### src/shared/pnfh_pkg.sv
// Constants, commands and register map of the parallel NOR flash host controller.
package pnfh_pkg;
    // ------------------------------------------------------------------
    // Host register map (byte addresses, one word each)
    // ------------------------------------------------------------------
    localparam logic [7:0]  REG_CTRL      = 8'h00;
    localparam logic [7:0]  REG_ADDR      = 8'h04;
    localparam logic [7:0]  REG_WDATA     = 8'h08;
    localparam logic [7:0]  REG_RDATA     = 8'h0C;
    localparam logic [7:0]  REG_STATUS    = 8'h10;
    localparam logic [7:0]  REG_CMD       = 8'h14;
    // ------------------------------------------------------------------
    // Field positions
    // ------------------------------------------------------------------
    localparam int CTRL_WORD_BIT   = 0;
    localparam int CTRL_PROT_BIT   = 1;
    localparam int CTRL_ACCEL_BIT  = 2;
    localparam int CTRL_HV_BIT     = 3;
    localparam int STAT_BUSY_BIT   = 0;
    localparam int STAT_RDY_BIT    = 1;
    localparam int STAT_ABORT_BIT  = 2;
    localparam int STAT_ERR_BIT    = 3;
    localparam logic [3:0]  CTRL_RESET    = 4'h3;
    // ------------------------------------------------------------------
    // Host operation codes written to the command register
    // ------------------------------------------------------------------
    localparam logic [2:0]  OP_READ       = 3'h0;
    localparam logic [2:0]  OP_WRITE      = 3'h1;
    localparam logic [2:0]  OP_HWRESET    = 3'h2;
    // ------------------------------------------------------------------
    // Flash address fields
    // ------------------------------------------------------------------
    localparam int ADDR_W          = 25;
    localparam int DATA_W          = 16;
    localparam int PAGE_LSB        = 3;
    localparam int BUF_PAGE_LSB    = 5;
    localparam int SECTOR_LSB      = 16;
    localparam int BUF_WORDS       = 32;
    // Command values the device defines for buffer programming.
    localparam logic [15:0] CMD_UNLOCK1   = 16'h00AA;
    localparam logic [15:0] CMD_UNLOCK2   = 16'h0055;
    localparam logic [15:0] CMD_BUF_LOAD  = 16'h0025;
    localparam logic [15:0] CMD_BUF_CONF  = 16'h0029;
    localparam logic [15:0] CMD_ABORT_RST = 16'h00F0;
    localparam logic [15:0] CMD_MASK      = 16'h00FF;
    // ------------------------------------------------------------------
    // Timing (clk is 100 ns)
    // ------------------------------------------------------------------
    localparam int CLK_NS          = 100;
    localparam int T_ACCESS_NS     = 110;
    localparam int T_WPULSE_NS     = 35;
    localparam int T_RP_NS         = 500;
    localparam int T_READY1_NS     = 10000;
    localparam int ACC_CYC   = (T_ACCESS_NS + CLK_NS - 1) / CLK_NS;
    localparam int WP_CYC    = (T_WPULSE_NS + CLK_NS - 1) / CLK_NS;
    localparam int RP_CYC    = (T_RP_NS + CLK_NS - 1) / CLK_NS;
    localparam int READY_CYC = T_READY1_NS / CLK_NS;
    localparam logic [7:0] ACC_CNT   = 8'(ACC_CYC);
    localparam logic [7:0] WP_CNT    = 8'(WP_CYC);
    localparam logic [7:0] RP_CNT    = 8'(RP_CYC);
    localparam logic [7:0] READY_CNT = 8'(READY_CYC);
endpackage : pnfh_pkg

### src/logic/pnfh_host.sv
// Host controller that drives a parallel NOR flash through its pins.
//
// Added by the designer: the address map and strobed register access.
`timescale 1ns/1ns
// Functional notes
// - Reads hold chip select and output gate low, write high, sample after access time.
// - Writes hold chip select low, output gate high, pulse write strobe low.
// - Host never issues undefined command values; the code refuses only undefined values tagged as command by bit 31.
// - Buffer start: two unlocks, load command at sector, then count minus one.
// - All buffer pairs must share the page fixed by the first address.
// - After the declared pairs, host writes the confirm command.
// - Abort shows flag bit set; host must then write abort reset sequence.
// - High-voltage read with A1 high and A0 low returns sector lock on lowest bit.
// - High-voltage read with A1 and A0 low returns the maker code.
module pnfh_host (
    input  wire logic                          clk,
    input  wire logic                          rst_n,
    input  wire logic [7:0]                    regAddr,
    input  wire logic [31:0]                   regWdata,
    input  wire logic                          regWrite,
    input  wire logic                          regRead,
    output logic      [31:0]                   regRdata,
    output logic      [pnfh_pkg::ADDR_W-1:0]   flashAddr,
    input  wire logic [pnfh_pkg::DATA_W-1:0]   flashDataIn,
    output logic      [pnfh_pkg::DATA_W-1:0]   flashDataOut,
    output logic                               flashDataOe_n,
    output logic                               chipSel_n,
    output logic                               outGate_n,
    output logic                               writeStrobe_n,
    output logic                               hwReset_n,
    output logic                               wordMode,
    output logic                               protectAccelPin_n,
    output logic                               accelHv,
    output logic                               autoselHv,
    input  wire logic                          readyBusyOut
);
    import pnfh_pkg::*;

    typedef enum {ST_IDLE, ST_RD_WAIT, ST_WR_LOW, ST_WR_HIGH, ST_RST_LOW, ST_RST_WAIT} pnfh_state_e;

    pnfh_state_e          state;
    logic [7:0]           cnt;
    logic [3:0]           ctrl;
    logic [ADDR_W-1:0]    addrReg;
    logic [DATA_W-1:0]    wdataReg;
    logic [DATA_W-1:0]    rdataReg;
    logic                 cmdErr;
    logic                 abortSeen;
    logic [DATA_W-1:0]    dataSync1;
    logic [DATA_W-1:0]    dataSync2;
    logic                 rbSync1;
    logic                 rbSync2;

    // ------------------------------------------------------------------
    // Input synchronisers
    // ------------------------------------------------------------------
    always_ff @(posedge clk or negedge rst_n) begin
        if (!rst_n) begin
            dataSync1 <= 16'h0000;
            dataSync2 <= 16'h0000;
            rbSync1   <= 1'b0;
            rbSync2   <= 1'b0;
        end else begin
            dataSync1 <= flashDataIn;
            dataSync2 <= dataSync1;
            rbSync1   <= readyBusyOut;
            rbSync2   <= rbSync1;
        end
    end

    // ------------------------------------------------------------------
    // Host registers
    // ------------------------------------------------------------------
    logic startOp;
    logic [2:0] opCode;
    assign startOp = regWrite && (regAddr == REG_CMD) && (state == ST_IDLE);
    assign opCode  = regWdata[2:0];

    // Command values outside the defined set are refused and flagged when tagged as command by bit 31.
    function automatic logic cmdDefined(input logic [15:0] v);
        logic [15:0] b;
        b = v & CMD_MASK;
        return (b == CMD_UNLOCK1) || (b == CMD_UNLOCK2) || (b == CMD_BUF_LOAD) ||
               (b == CMD_BUF_CONF) || (b == CMD_ABORT_RST);
    endfunction : cmdDefined

    always_ff @(posedge clk or negedge rst_n) begin
        if (!rst_n) begin
            ctrl     <= CTRL_RESET;
            addrReg  <= '0;
            wdataReg <= 16'h0000;
        end else if (regWrite) begin
            unique case (regAddr)
                REG_CTRL:  ctrl     <= regWdata[3:0];
                REG_ADDR:  addrReg  <= regWdata[ADDR_W-1:0];
                REG_WDATA: wdataReg <= regWdata[DATA_W-1:0];
                default: ;
            endcase
        end
    end

    // Status flags: hardware set wins over a software clear.
    always_ff @(posedge clk or negedge rst_n) begin
        if (!rst_n) begin
            cmdErr    <= 1'b0;
            abortSeen <= 1'b0;
        end else begin
            // Host may flag a non-command value tagged as command (bit 31).
            if (startOp && opCode == OP_WRITE && regWdata[31] && !cmdDefined(wdataReg))
                cmdErr <= 1'b1;
            else if (regWrite && regAddr == REG_STATUS && regWdata[STAT_ERR_BIT])
                cmdErr <= 1'b0;
            if (state == ST_RD_WAIT && cnt == 8'h00 && dataSync2[1])
                abortSeen <= 1'b1;
            else if (regWrite && regAddr == REG_STATUS && regWdata[STAT_ABORT_BIT])
                abortSeen <= 1'b0;
        end
    end

    always_ff @(posedge clk or negedge rst_n) begin
        if (!rst_n) begin
            regRdata <= 32'h0000_0000;
        end else if (regRead) begin
            unique case (regAddr)
                REG_CTRL:   regRdata <= {28'h0, ctrl};
                REG_ADDR:   regRdata <= {7'h0, addrReg};
                REG_WDATA:  regRdata <= {16'h0, wdataReg};
                REG_RDATA:  regRdata <= {16'h0, rdataReg};
                REG_STATUS: regRdata <= {28'h0, cmdErr, abortSeen, rbSync2,
                                         state != ST_IDLE};
                default:    regRdata <= 32'h0000_0000;
            endcase
        end else begin
            regRdata <= 32'h0000_0000;
        end
    end

    // ------------------------------------------------------------------
    // Bus sequencer
    // ------------------------------------------------------------------
    always_ff @(posedge clk or negedge rst_n) begin
        if (!rst_n) begin
            state     <= ST_IDLE;
            cnt       <= 8'h00;
            rdataReg  <= 16'h0000;
        end else begin
            unique case (state)
                ST_IDLE: begin
                    if (startOp && opCode == OP_READ) begin
                        state <= ST_RD_WAIT;
                        cnt   <= ACC_CNT + 8'd2;
                    end else if (startOp && opCode == OP_WRITE &&
                                 !(regWdata[31] && !cmdDefined(wdataReg))) begin
                        state <= ST_WR_LOW;
                        cnt   <= WP_CNT;
                    end else if (startOp && opCode == OP_HWRESET) begin
                        state <= ST_RST_LOW;
                        cnt   <= RP_CNT;
                    end
                end
                ST_RD_WAIT: begin
                    if (cnt == 8'h00) begin
                        // Byte mode keeps only the low byte.
                        rdataReg <= ctrl[CTRL_WORD_BIT] ? dataSync2
                                                        : {8'h00, dataSync2[7:0]};
                        state    <= ST_IDLE;
                    end else begin
                        cnt <= cnt - 8'd1;
                    end
                end
                ST_WR_LOW: begin
                    if (cnt == 8'h01 || cnt == 8'h00) begin
                        state <= ST_WR_HIGH;
                        cnt   <= 8'h01;
                    end else begin
                        cnt <= cnt - 8'd1;
                    end
                end
                ST_WR_HIGH: begin
                    state <= ST_IDLE;
                end
                ST_RST_LOW: begin
                    if (cnt == 8'h00) begin
                        state <= ST_RST_WAIT;
                        cnt   <= READY_CNT;
                    end else begin
                        cnt <= cnt - 8'd1;
                    end
                end
                ST_RST_WAIT: begin
                    if (cnt == 8'h00 || rbSync2) begin
                        state <= ST_IDLE;
                    end else begin
                        cnt <= cnt - 8'd1;
                    end
                end
            endcase
        end
    end

    // ------------------------------------------------------------------
    // Pin drivers, all registered
    // ------------------------------------------------------------------
    always_ff @(posedge clk or negedge rst_n) begin
        if (!rst_n) begin
            chipSel_n         <= 1'b1;
            outGate_n         <= 1'b1;
            writeStrobe_n     <= 1'b1;
            flashDataOe_n     <= 1'b1;
            flashDataOut      <= 16'h0000;
            flashAddr         <= '0;
            hwReset_n         <= 1'b0;
            wordMode          <= 1'b1;
            protectAccelPin_n <= 1'b1;
            accelHv           <= 1'b0;
            autoselHv         <= 1'b0;
        end else begin
            hwReset_n         <= !(state == ST_RST_LOW);
            wordMode          <= ctrl[CTRL_WORD_BIT];
            protectAccelPin_n <= ctrl[CTRL_PROT_BIT];
            accelHv           <= ctrl[CTRL_ACCEL_BIT];
            autoselHv         <= ctrl[CTRL_HV_BIT];
            // Address and data are frozen for the whole transfer.
            if (state == ST_IDLE) begin
                flashAddr    <= addrReg;
                flashDataOut <= wdataReg;
            end
            // Chip select stays high while idle, giving standby, and stays low through
            // the rise of the write strobe so that the data hold is met.
            chipSel_n     <= !(state == ST_RD_WAIT || state == ST_WR_LOW ||
                               state == ST_WR_HIGH);
            outGate_n     <= !(state == ST_RD_WAIT);
            writeStrobe_n <= !(state == ST_WR_LOW);
            flashDataOe_n <= !(state == ST_WR_LOW || state == ST_WR_HIGH);
        end
    end

    // ------------------------------------------------------------------
    // Assertions
    // ------------------------------------------------------------------
    a_read_strobes: assert property (@(posedge clk) disable iff (!rst_n)
        !outGate_n |-> (!chipSel_n && writeStrobe_n))
        else $error("Read without chip select or with write strobe low.");
    a_write_gate_high: assert property (@(posedge clk) disable iff (!rst_n)
        !writeStrobe_n |-> (outGate_n && !chipSel_n))
        else $error("Write strobe low with output gate low.");
    a_no_contention: assert property (@(posedge clk) disable iff (!rst_n)
        !outGate_n |-> flashDataOe_n)
        else $error("Host drives data while device may drive.");
    a_reset_width: assert property (@(posedge clk) disable iff (!rst_n)
        $fell(hwReset_n) |-> !hwReset_n [*5])
        else $error("Reset pulse shorter than minimum.");
    a_write_release: assert property (@(posedge clk) disable iff (!rst_n)
        $rose(writeStrobe_n) |-> !flashDataOe_n)
        else $error("Data released before write strobe rose.");
    a_read_len: assert property (@(posedge clk) disable iff (!rst_n)
        $fell(outGate_n) |-> !outGate_n [*3])
        else $error("Read shorter than access time.");
    a_bad_cmd: assert property (@(posedge clk) disable iff (!rst_n)
        (startOp && opCode == OP_WRITE && regWdata[31] && !cmdDefined(wdataReg))
        |=> (state == ST_IDLE && cmdErr))
        else $error("Undefined command was not refused.");
    a_mode_pin: assert property (@(posedge clk) disable iff (!rst_n)
        ##1 wordMode == $past(ctrl[CTRL_WORD_BIT]))
        else $error("Width select does not follow control.");
    a_protect_pin: assert property (@(posedge clk) disable iff (!rst_n)
        ##1 protectAccelPin_n == $past(ctrl[CTRL_PROT_BIT]))
        else $error("Protect pin does not follow control.");
    a_reset_wait: assert property (@(posedge clk) disable iff (!rst_n)
        (state == ST_RST_WAIT) |-> ##[1:110] (state == ST_IDLE))
        else $error("Reset recovery wait overran.");
    a_write_cs_hold: assert property (@(posedge clk) disable iff (!rst_n)
        $rose(writeStrobe_n) |-> !chipSel_n)
        else $error("Chip select released together with the write strobe.");
    a_addr_hold: assert property (@(posedge clk) disable iff (!rst_n)
        (!chipSel_n && $past(!chipSel_n)) |-> $stable(flashAddr))
        else $error("Address changed during a transfer.");
    a_standby_idle: assert property (@(posedge clk) disable iff (!rst_n)
        (state == ST_IDLE && $past(state == ST_IDLE)) |-> chipSel_n)
        else $error("Chip select low while idle.");
    a_reset_quiet: assert property (@(posedge clk) disable iff (!rst_n)
        !hwReset_n |-> (chipSel_n && writeStrobe_n))
        else $error("Flash accessed during the reset pulse.");
    a_rdata_idle: assert property (@(posedge clk) disable iff (!rst_n)
        !$past(regRead) |-> (regRdata == 32'h0000_0000))
        else $error("Read data shown outside its cycle.");
    c_read: cover property (@(posedge clk) disable iff (!rst_n) $rose(outGate_n));
    c_write: cover property (@(posedge clk) disable iff (!rst_n) $rose(writeStrobe_n));
    c_reset: cover property (@(posedge clk) disable iff (!rst_n) $rose(hwReset_n));
    c_abort: cover property (@(posedge clk) disable iff (!rst_n) $rose(abortSeen));
    c_byte_read: cover property (@(posedge clk) disable iff (!rst_n)
        $fell(outGate_n) && !wordMode);
endmodule : pnfh_host

### config.mk
export PLATFORM = sky130hd
export DESIGN_NAME = pnfh_host
export DESIGN_NICKNAME = d
export VERILOG_FILES = /design/src/shared/pnfh_pkg.sv /design/src/logic/pnfh_host.sv
export SDC_FILE = /design/constraint.sdc
export NUM_CORES = 1
export LEC_CHECK = 0
export BUFFER_PORTS_ARGS = -buffer_cell sky130_fd_sc_hd__buf_2
export CAP_MARGIN = 20
export CORE_MARGIN = 2
export CORE_UTILIZATION = 45
export DETAILED_ROUTE_END_ITERATION = 8
export GPL_ROUTABILITY_DRIVEN = 0
export PLACE_DENSITY = 0.73
export SLEW_MARGIN = 20
export SYNTH_ARGS = -nofsm -noshare
export SYNTH_HDL_FRONTEND = slang
export SYNTH_SLANG_ARGS = --single-unit
### constraint.sdc
create_clock -name clk -period 3 [get_ports clk]
set_input_delay 0.3 -clock clk [delete_from_list [all_inputs] [get_ports clk]]
set_output_delay 0.3 -clock clk [all_outputs]
set_load 0.01 [all_outputs]
==> results of run 1 <==
## Yosys cell counts (3+ instances only)
cell	instances	area share [%]
and2_1	11	0.95
mux2_2	68	11
inv_1	7	0.36
buf_4	7	0.73
o41ai_1	3	0.36
buf_1	3	0.16
a31oi_1	6	0.52
a22oi_1	16	1.7
clkbuf_1	22	1.1
nor3b_1	4	0.42
a21oi_1	10	0.69
a32oi_1	4	0.49
and3_1	3	0.26
nor3_1	6	0.42
nand3_1	4	0.28
nor2_1	20	1.0
nand2b_1	4	0.35
dfstp_2	8	2.9
nand2_1	150	7.8
dfrtp_1	175	61
nor2b_1	5	0.43
o21ai_0	18	1.2
or3_1	3	0.26
or2_2	4	0.35
## worst max-delay path, delay by kind of cell (launching register included)
| family | cells | cell delay, ns |
|---|---|---|
| adder cells (fa/ha/maj) | 1 | 0.21 |
| AND/OR/NAND/NOR | 3 | 1.13 |
| buffers and inverters | 1 | 0.10 |
| flip-flops | 1 | 0.43 |
| multiplexers | 1 | 0.36 |
| AO/OA/AOI/OAI | 1 | 0.30 |
## flip-flops by register name (all words and copies together), names as in the netlist, 4 cells and up
register      flops
dataSync2        16
flashDataOut     16
regRdata         25
cnt               8
addrReg          25
flashAddr        25
rdataReg         16
dataSync1        16
ctrl              4
wdataReg         16
## metal layers
| metal | vias to the layer above | global-route usage (%) |
|---|---|---|
| met5 | - | 0 |
| met3 | 36 | 5.252 |
| met4 | 0 | 8.886 |
| met1 | 2507 | 25.63 |
| li1 | 2365 | - |
| met2 | 163 | 32.69 |
## cell usage in the layout (no fill, tap or decap), types with 3 or more instances in the layout
master / Yosys / routed
nand3_1: 4 / 4
nor3_1: 6 / 5
inv_1: 7 / 7
a32oi_1: 4 / 4
dfrtp_1: 175 / 175
buf_2: 2 / 128
nand2b_1: 4 / 4
clkinv_4: 0 / 4
dlygate4sd3_1: 0 / 18
buf_4: 7 / 10
dfstp_2: 8 / 8
nor2_1: 20 / 20
a31oi_1: 6 / 6
a21oi_1: 10 / 10
nor3b_1: 4 / 4
clkbuf_16: 0 / 17
or2_2: 4 / 4
conb_1: 1 / 7
nand2_1: 150 / 150
o41ai_1: 3 / 3
clkbuf_8: 0 / 6
and2_1: 11 / 11
a22oi_1: 16 / 16
mux2_2: 68 / 68
nor2b_1: 5 / 4
o21ai_0: 18 / 18
and3_1: 3 / 3
## area by class of cell
class                           count  area, µm²  area share, %
Timing Repair Buffer              158      929.6          10.52
Clock inverter                      9      68.82         0.7785
Clock buffer                       22      494.2          5.591
Multi-Input combinational cell    386       2459          27.81
Antenna cell                        1      2.502        0.02831
Tap cell                          216      270.3          3.057
Inverter                            7      26.28         0.2972
Sequential cell                   183       4589          51.92
## cells by family after synthesis
logic type,after synthesis
DFF,183
adders and majority gates,2
AOI/OAI and AO/OA,76
and+or+nand+nor,231
buffers and inverters,42
other,1
muxes,70
## repair_timing
item                                   CTS  global route
endpoints found under the hold margin   83             0
buffers inserted                         0             0
hold buffers                            18             0
## stage by stage
| stage | util, % | hold WS, ns | setup slack (ns) |
|---|---|---|---|
| after floorplan | - | 0.004409 | 0.6989 |
| after global placement | 51.31 | 0.3338 | 0.4295 |
| after detailed placement | 51.31 | 0.3347 | 0.3643 |
| after CTS | 56.02 | 0.08008 | 0.4363 |
| after global routing | 56.04 | 0.09179 | 0.2459 |
| final | 56.05 | 0.09090 | 0.3586 |
## worst max-delay path by stage
stage,to,slack (ns),cells past startpoint
floorplan,state[0],0.70,8
global placement,addrReg[8],0.43,6
detailed placement,addrReg[8],0.36,6
CTS,state[0],0.44,7
global route,state[0],0.25,7
finish,state[0],0.36,7
## power breakdown
group	leakage (nW)	switching (W)	internal [W]	total (W)
sequential	2.41	0.0000952	0.00258	0.00268
clock	0.275	0.000936	0.00117	0.00211
combinational	1.84	0.000236	0.000175	0.000411
==> flow_summary.ini, run 1 <==
[run_status]
outcome = finished, final reports clean

[synth]
synth_compound_area_share_pct = 7.305
synthAdderAreaFrac_pct = 0.3470
async_flop_share_pct = 100.0
ys_ff_latch = 183
synth.distinct_cells = 59
ys_seq_area_share_pct = 63.65
synth-simple-area-share_pct = 14.87
synth.avg_cell_area_um2 = 11.92
ys.flop_type = dfrtp_1
synth_mux_area_share_pct = 11.09
postSynthCellCount = 605
synth_top_family_by_area = simple AND/OR/NAND/NOR gates
synth-edff-count = 0
synth-xor-area-share_pct = 0
syn-cell-area_um2 = 7211
ys_warn_count = 0

[route]
finalWirelength_mm = 16.29
drc_errors = 0
num_vias = 5071
wl_met3_um = 982
dr.pass1.iters = 5
wl_met1_mm = 6.875
dr_wl_met2_mm = 8.034
post_drt_wl_per_cell_um = 16.59
viasPerCell = 5.164
initialDrtViolationCount = 420
ant_nets = 0
top_layer = met4

[setup_path]
r2r_slack_ns = 0.36
critPathMaxStageDelay_ns = 0.56
cp_max_fo = 6
crit_type = flip-flop to flip-flop
worstReg2RegStart = cnt[0]
r2r_end = state[0]
cp_data_arrival_time_ns = 2.96
critPathSlowestCell = or4b_1
cp_cell_sequence = inv_1, ha_1, or4b_1, nor2_1, o21bai_1, nor3b_1, mux2_2
critPathCaptureType = flip-flop
required_ns = 3.32
start_kind = flip-flop
reg2regPathDepth = 7
crit_start = cnt[0]

[timing]
finalHoldViolations = 0
drv_slew = 0
max_slew_margin_pct = 52.09
setup_viol = 0
fin_tns_setup_ns = 0
max_freq_mhz = 378.6
finalCritPeriodShare_pct = 88.05
min_period_ns = 2.641
worst_pin_slew_ns = 0.7187
rsz0062_at_grt = no
finClkSkew_ns = 0.009040

[clock_tree]
cts-resized-gates = 0
h-tree-depth = 4
root_buffer = clkbuf_16
clk_latency_ns = 0.44
max-clock-path-buffers = 2
clock-sinks = 183
cts_buffers = 17
path_clk_slew_ns = 0.07
cts_tree = built

[die]
die_h_um = 130.6
die_w_um = 130.6
dieArea_um2 = 17050
rows = 46
core_um2 = 15770
start_util_pct = 45.72
pin_count = 143

[placed_design]
post_dp_cell_area_um2 = 8092
dp_hpwl_mm = 10.96
portBuffers = 129
place_inst = 932

[finish]
syn2layout_area_growth_pct = 22.59
postLayoutCellArea_um2 = 8840
finalNonFillerCells = 982
drive_gt1_share_pct = 34.38
fin_nets = 816
fillers = 1373

[min_path]
hp-class = input port to flip-flop
holdPathStages = 2
hold_end = addrReg[18]
hold_path.startpoint = regWdata[18]

[run]
cap_violations = 0

[power_and_ir_drop]
cellLeakagePower_nw = 4.527
peakVddDrop_uv = 442.9
p_per_area_nw_per_um2 = 587.6
power_w = 0.005194

[global_routing]
grt_antenna_before_repair = 1
grt_overflow = 0
grt_max_degree = 73
grt_pass1_vias = 5120
grt_first_pass_wirelength_mm = 26.21
grt_util_all_layers_pct = 20.12
No activity file was read; power rests on OpenSTA's default activity.
==> run 2, diff against run 1 <==
--- a/config.mk
+++ b/config.mk
@@ -7,6 +7,7 @@
 export LEC_CHECK = 0
 export BUFFER_PORTS_ARGS = -buffer_cell sky130_fd_sc_hd__buf_2
 export CAP_MARGIN = 20
+export CORE_ASPECT_RATIO = 1.2
 export CORE_MARGIN = 2
 export CORE_UTILIZATION = 45
 export DETAILED_ROUTE_END_ITERATION = 8
==> flow_summary.ini, run 2 (synthesized netlist as in run 1, its figures left out) <==
[timing]
setup_viol = 0
fin_tns_setup_ns = 0
max_slew_margin_pct = 48.98
drv_slew = 0
rsz0062_at_grt = no
finalHoldViolations = 0
min_period_ns = 2.641
finalCritPeriodShare_pct = 88.03
max_freq_mhz = 378.7
finClkSkew_ns = 0.009101
worst_pin_slew_ns = 0.7653

[route]
dr.pass1.iters = 5
num_vias = 5139
drc_errors = 0
ant_nets = 0
initialDrtViolationCount = 320
viasPerCell = 5.271
post_drt_wl_per_cell_um = 17.11
finalWirelength_mm = 16.68

[power_and_ir_drop]
p_per_area_nw_per_um2 = 593.0
peakVddDrop_uv = 321.6
cellLeakagePower_nw = 4.535

[finish]
layout_common_cells = dfrtp_1 (175), nand2_1 (150), buf_2 (128), mux2_2 (68), nor2_1 (20)
syn2layout_area_growth_pct = 22.78
fin_nets = 817
top_regs = addrReg (25), flashAddr (25), regRdata (25)
fillers = 1349
final_core_util_pct = 56.61
final_common_cell = dfrtp_1
antenna_cells = 0
drive_gt1_share_pct = 34.42

[clock_tree]
cts_buffers = 17
root_buffer = clkbuf_16
max-clock-path-buffers = 2
clk_latency_ns = 0.43
postCtsSetupBuffers = 0
cts-resized-gates = 0
clock-sinks = 183
h-tree-depth = 4
cts_tree = built
path_clk_slew_ns = 0.08

[min_path]
hp-class = input port to flip-flop

[setup_path]
required_ns = 3.31
cp_max_fo = 6
critPathCaptureType = flip-flop
cp_data_arrival_time_ns = 2.95
start_kind = flip-flop
crit_type = flip-flop to flip-flop

[die]
start_util_pct = 46.10
dieArea_um2 = 17060
die_w_um = 119.6
core_um2 = 15640
die_h_um = 142.7
rows = 50
pin_count = 143

[placed_design]
portBuffers = 129
dp_hpwl_mm = 11.14

[global_routing]
grt_max_degree = 68
grt_util_all_layers_pct = 20.62
grt_antenna_before_repair = 2
grt_first_pass_wirelength_mm = 27.09
grt_pass1_vias = 5333
grt_overflow = 0

[run]
cap_violations = 0

[run_status]
outcome = finished, final reports clean
-- run 2: stage by stage --
stage          power (W)  area [µm²]  hold WS [ns]  worst slack, ns  std cells
6_report        0.005250        8853        0.1022           0.3591        975
5_1_grt         0.005453        8853       0.09022           0.2338        975
4_1_cts         0.005295        8853       0.08216           0.4464        975
3_5_place_dp    0.003121        8087        0.3355           0.4567        925
3_3_place_gp    0.003096        8087        0.3339           0.5337        925
2_1_floorplan   0.002917        7233      0.004409           0.6989        611
-- run 2: routing by layer --
metal  GRT usage [%]  part of all wire, %  up-vias
li1                -                    -     2367
met1           26.21                   41     2519
met2           34.56                   50      213
met3           4.313                  6.4       36
met4           8.545                  2.6        4
met5               0                 0.13        -
-- run 2: worst paths after layout --
kind | start | end | slack, ns | cells past startpoint
worst max-delay path | cnt[0] | state[0] | 0.36 | 7
worst min register to register | dataSync1[3] | dataSync2[3] | 0.34 | 0
worst max register to register | cnt[0] | state[0] | 0.36 | 7
worst min-delay path | regWdata[20] | addrReg[20] | 0.10 | 2
min in group asynchronous | rst_n | dataSync1[7] | 0.43 | 2
max in group asynchronous | rst_n | protectAccelPin_n | 1.71 | 3
-- run 2: layout make-up --
cell class / instances / area (µm²) / share of cell area, %
Tap cell: 208 / 260.3 / 2.940
Multi-Input combinational cell: 386 / 2456 / 27.74
Clock buffer: 17 / 425.4 / 4.805
Timing Repair Buffer: 159 / 934.6 / 10.56
Clock inverter: 15 / 161.4 / 1.823
Sequential cell: 183 / 4589 / 51.84
Inverter: 7 / 26.28 / 0.2968
-- run 2: report_power, final --
| part | leakage, nW | internal [W] | total, W | switching, W |
|---|---|---|---|---|
| registers | 2.41 | 0.00258 | 0.00268 | 0.0000977 |
| clock network | 0.280 | 0.00111 | 0.00215 | 0.00104 |
| logic | 1.85 | 0.000177 | 0.000417 | 0.000240 |
| total | 4.53 | 0.00387 | 0.00525 | 0.00138 |
-- run 2: what timing repair did --
| action | in CTS | in global routing |
|---|---|---|
| hold buffers | 18 | 0 |
| hold endpoints to repair | 77 | 0 |
| endpoints found under the setup margin | 0 | 0 |
-- run 2: critical path, cell delays in order (launching register included) --
cell      delay (ns)
dfrtp_1         0.44
inv_1           0.10
ha_1            0.21
or4b_1          0.57
nor2_1          0.27
o21bai_1        0.31
nor3b_1         0.27
mux2_2          0.35
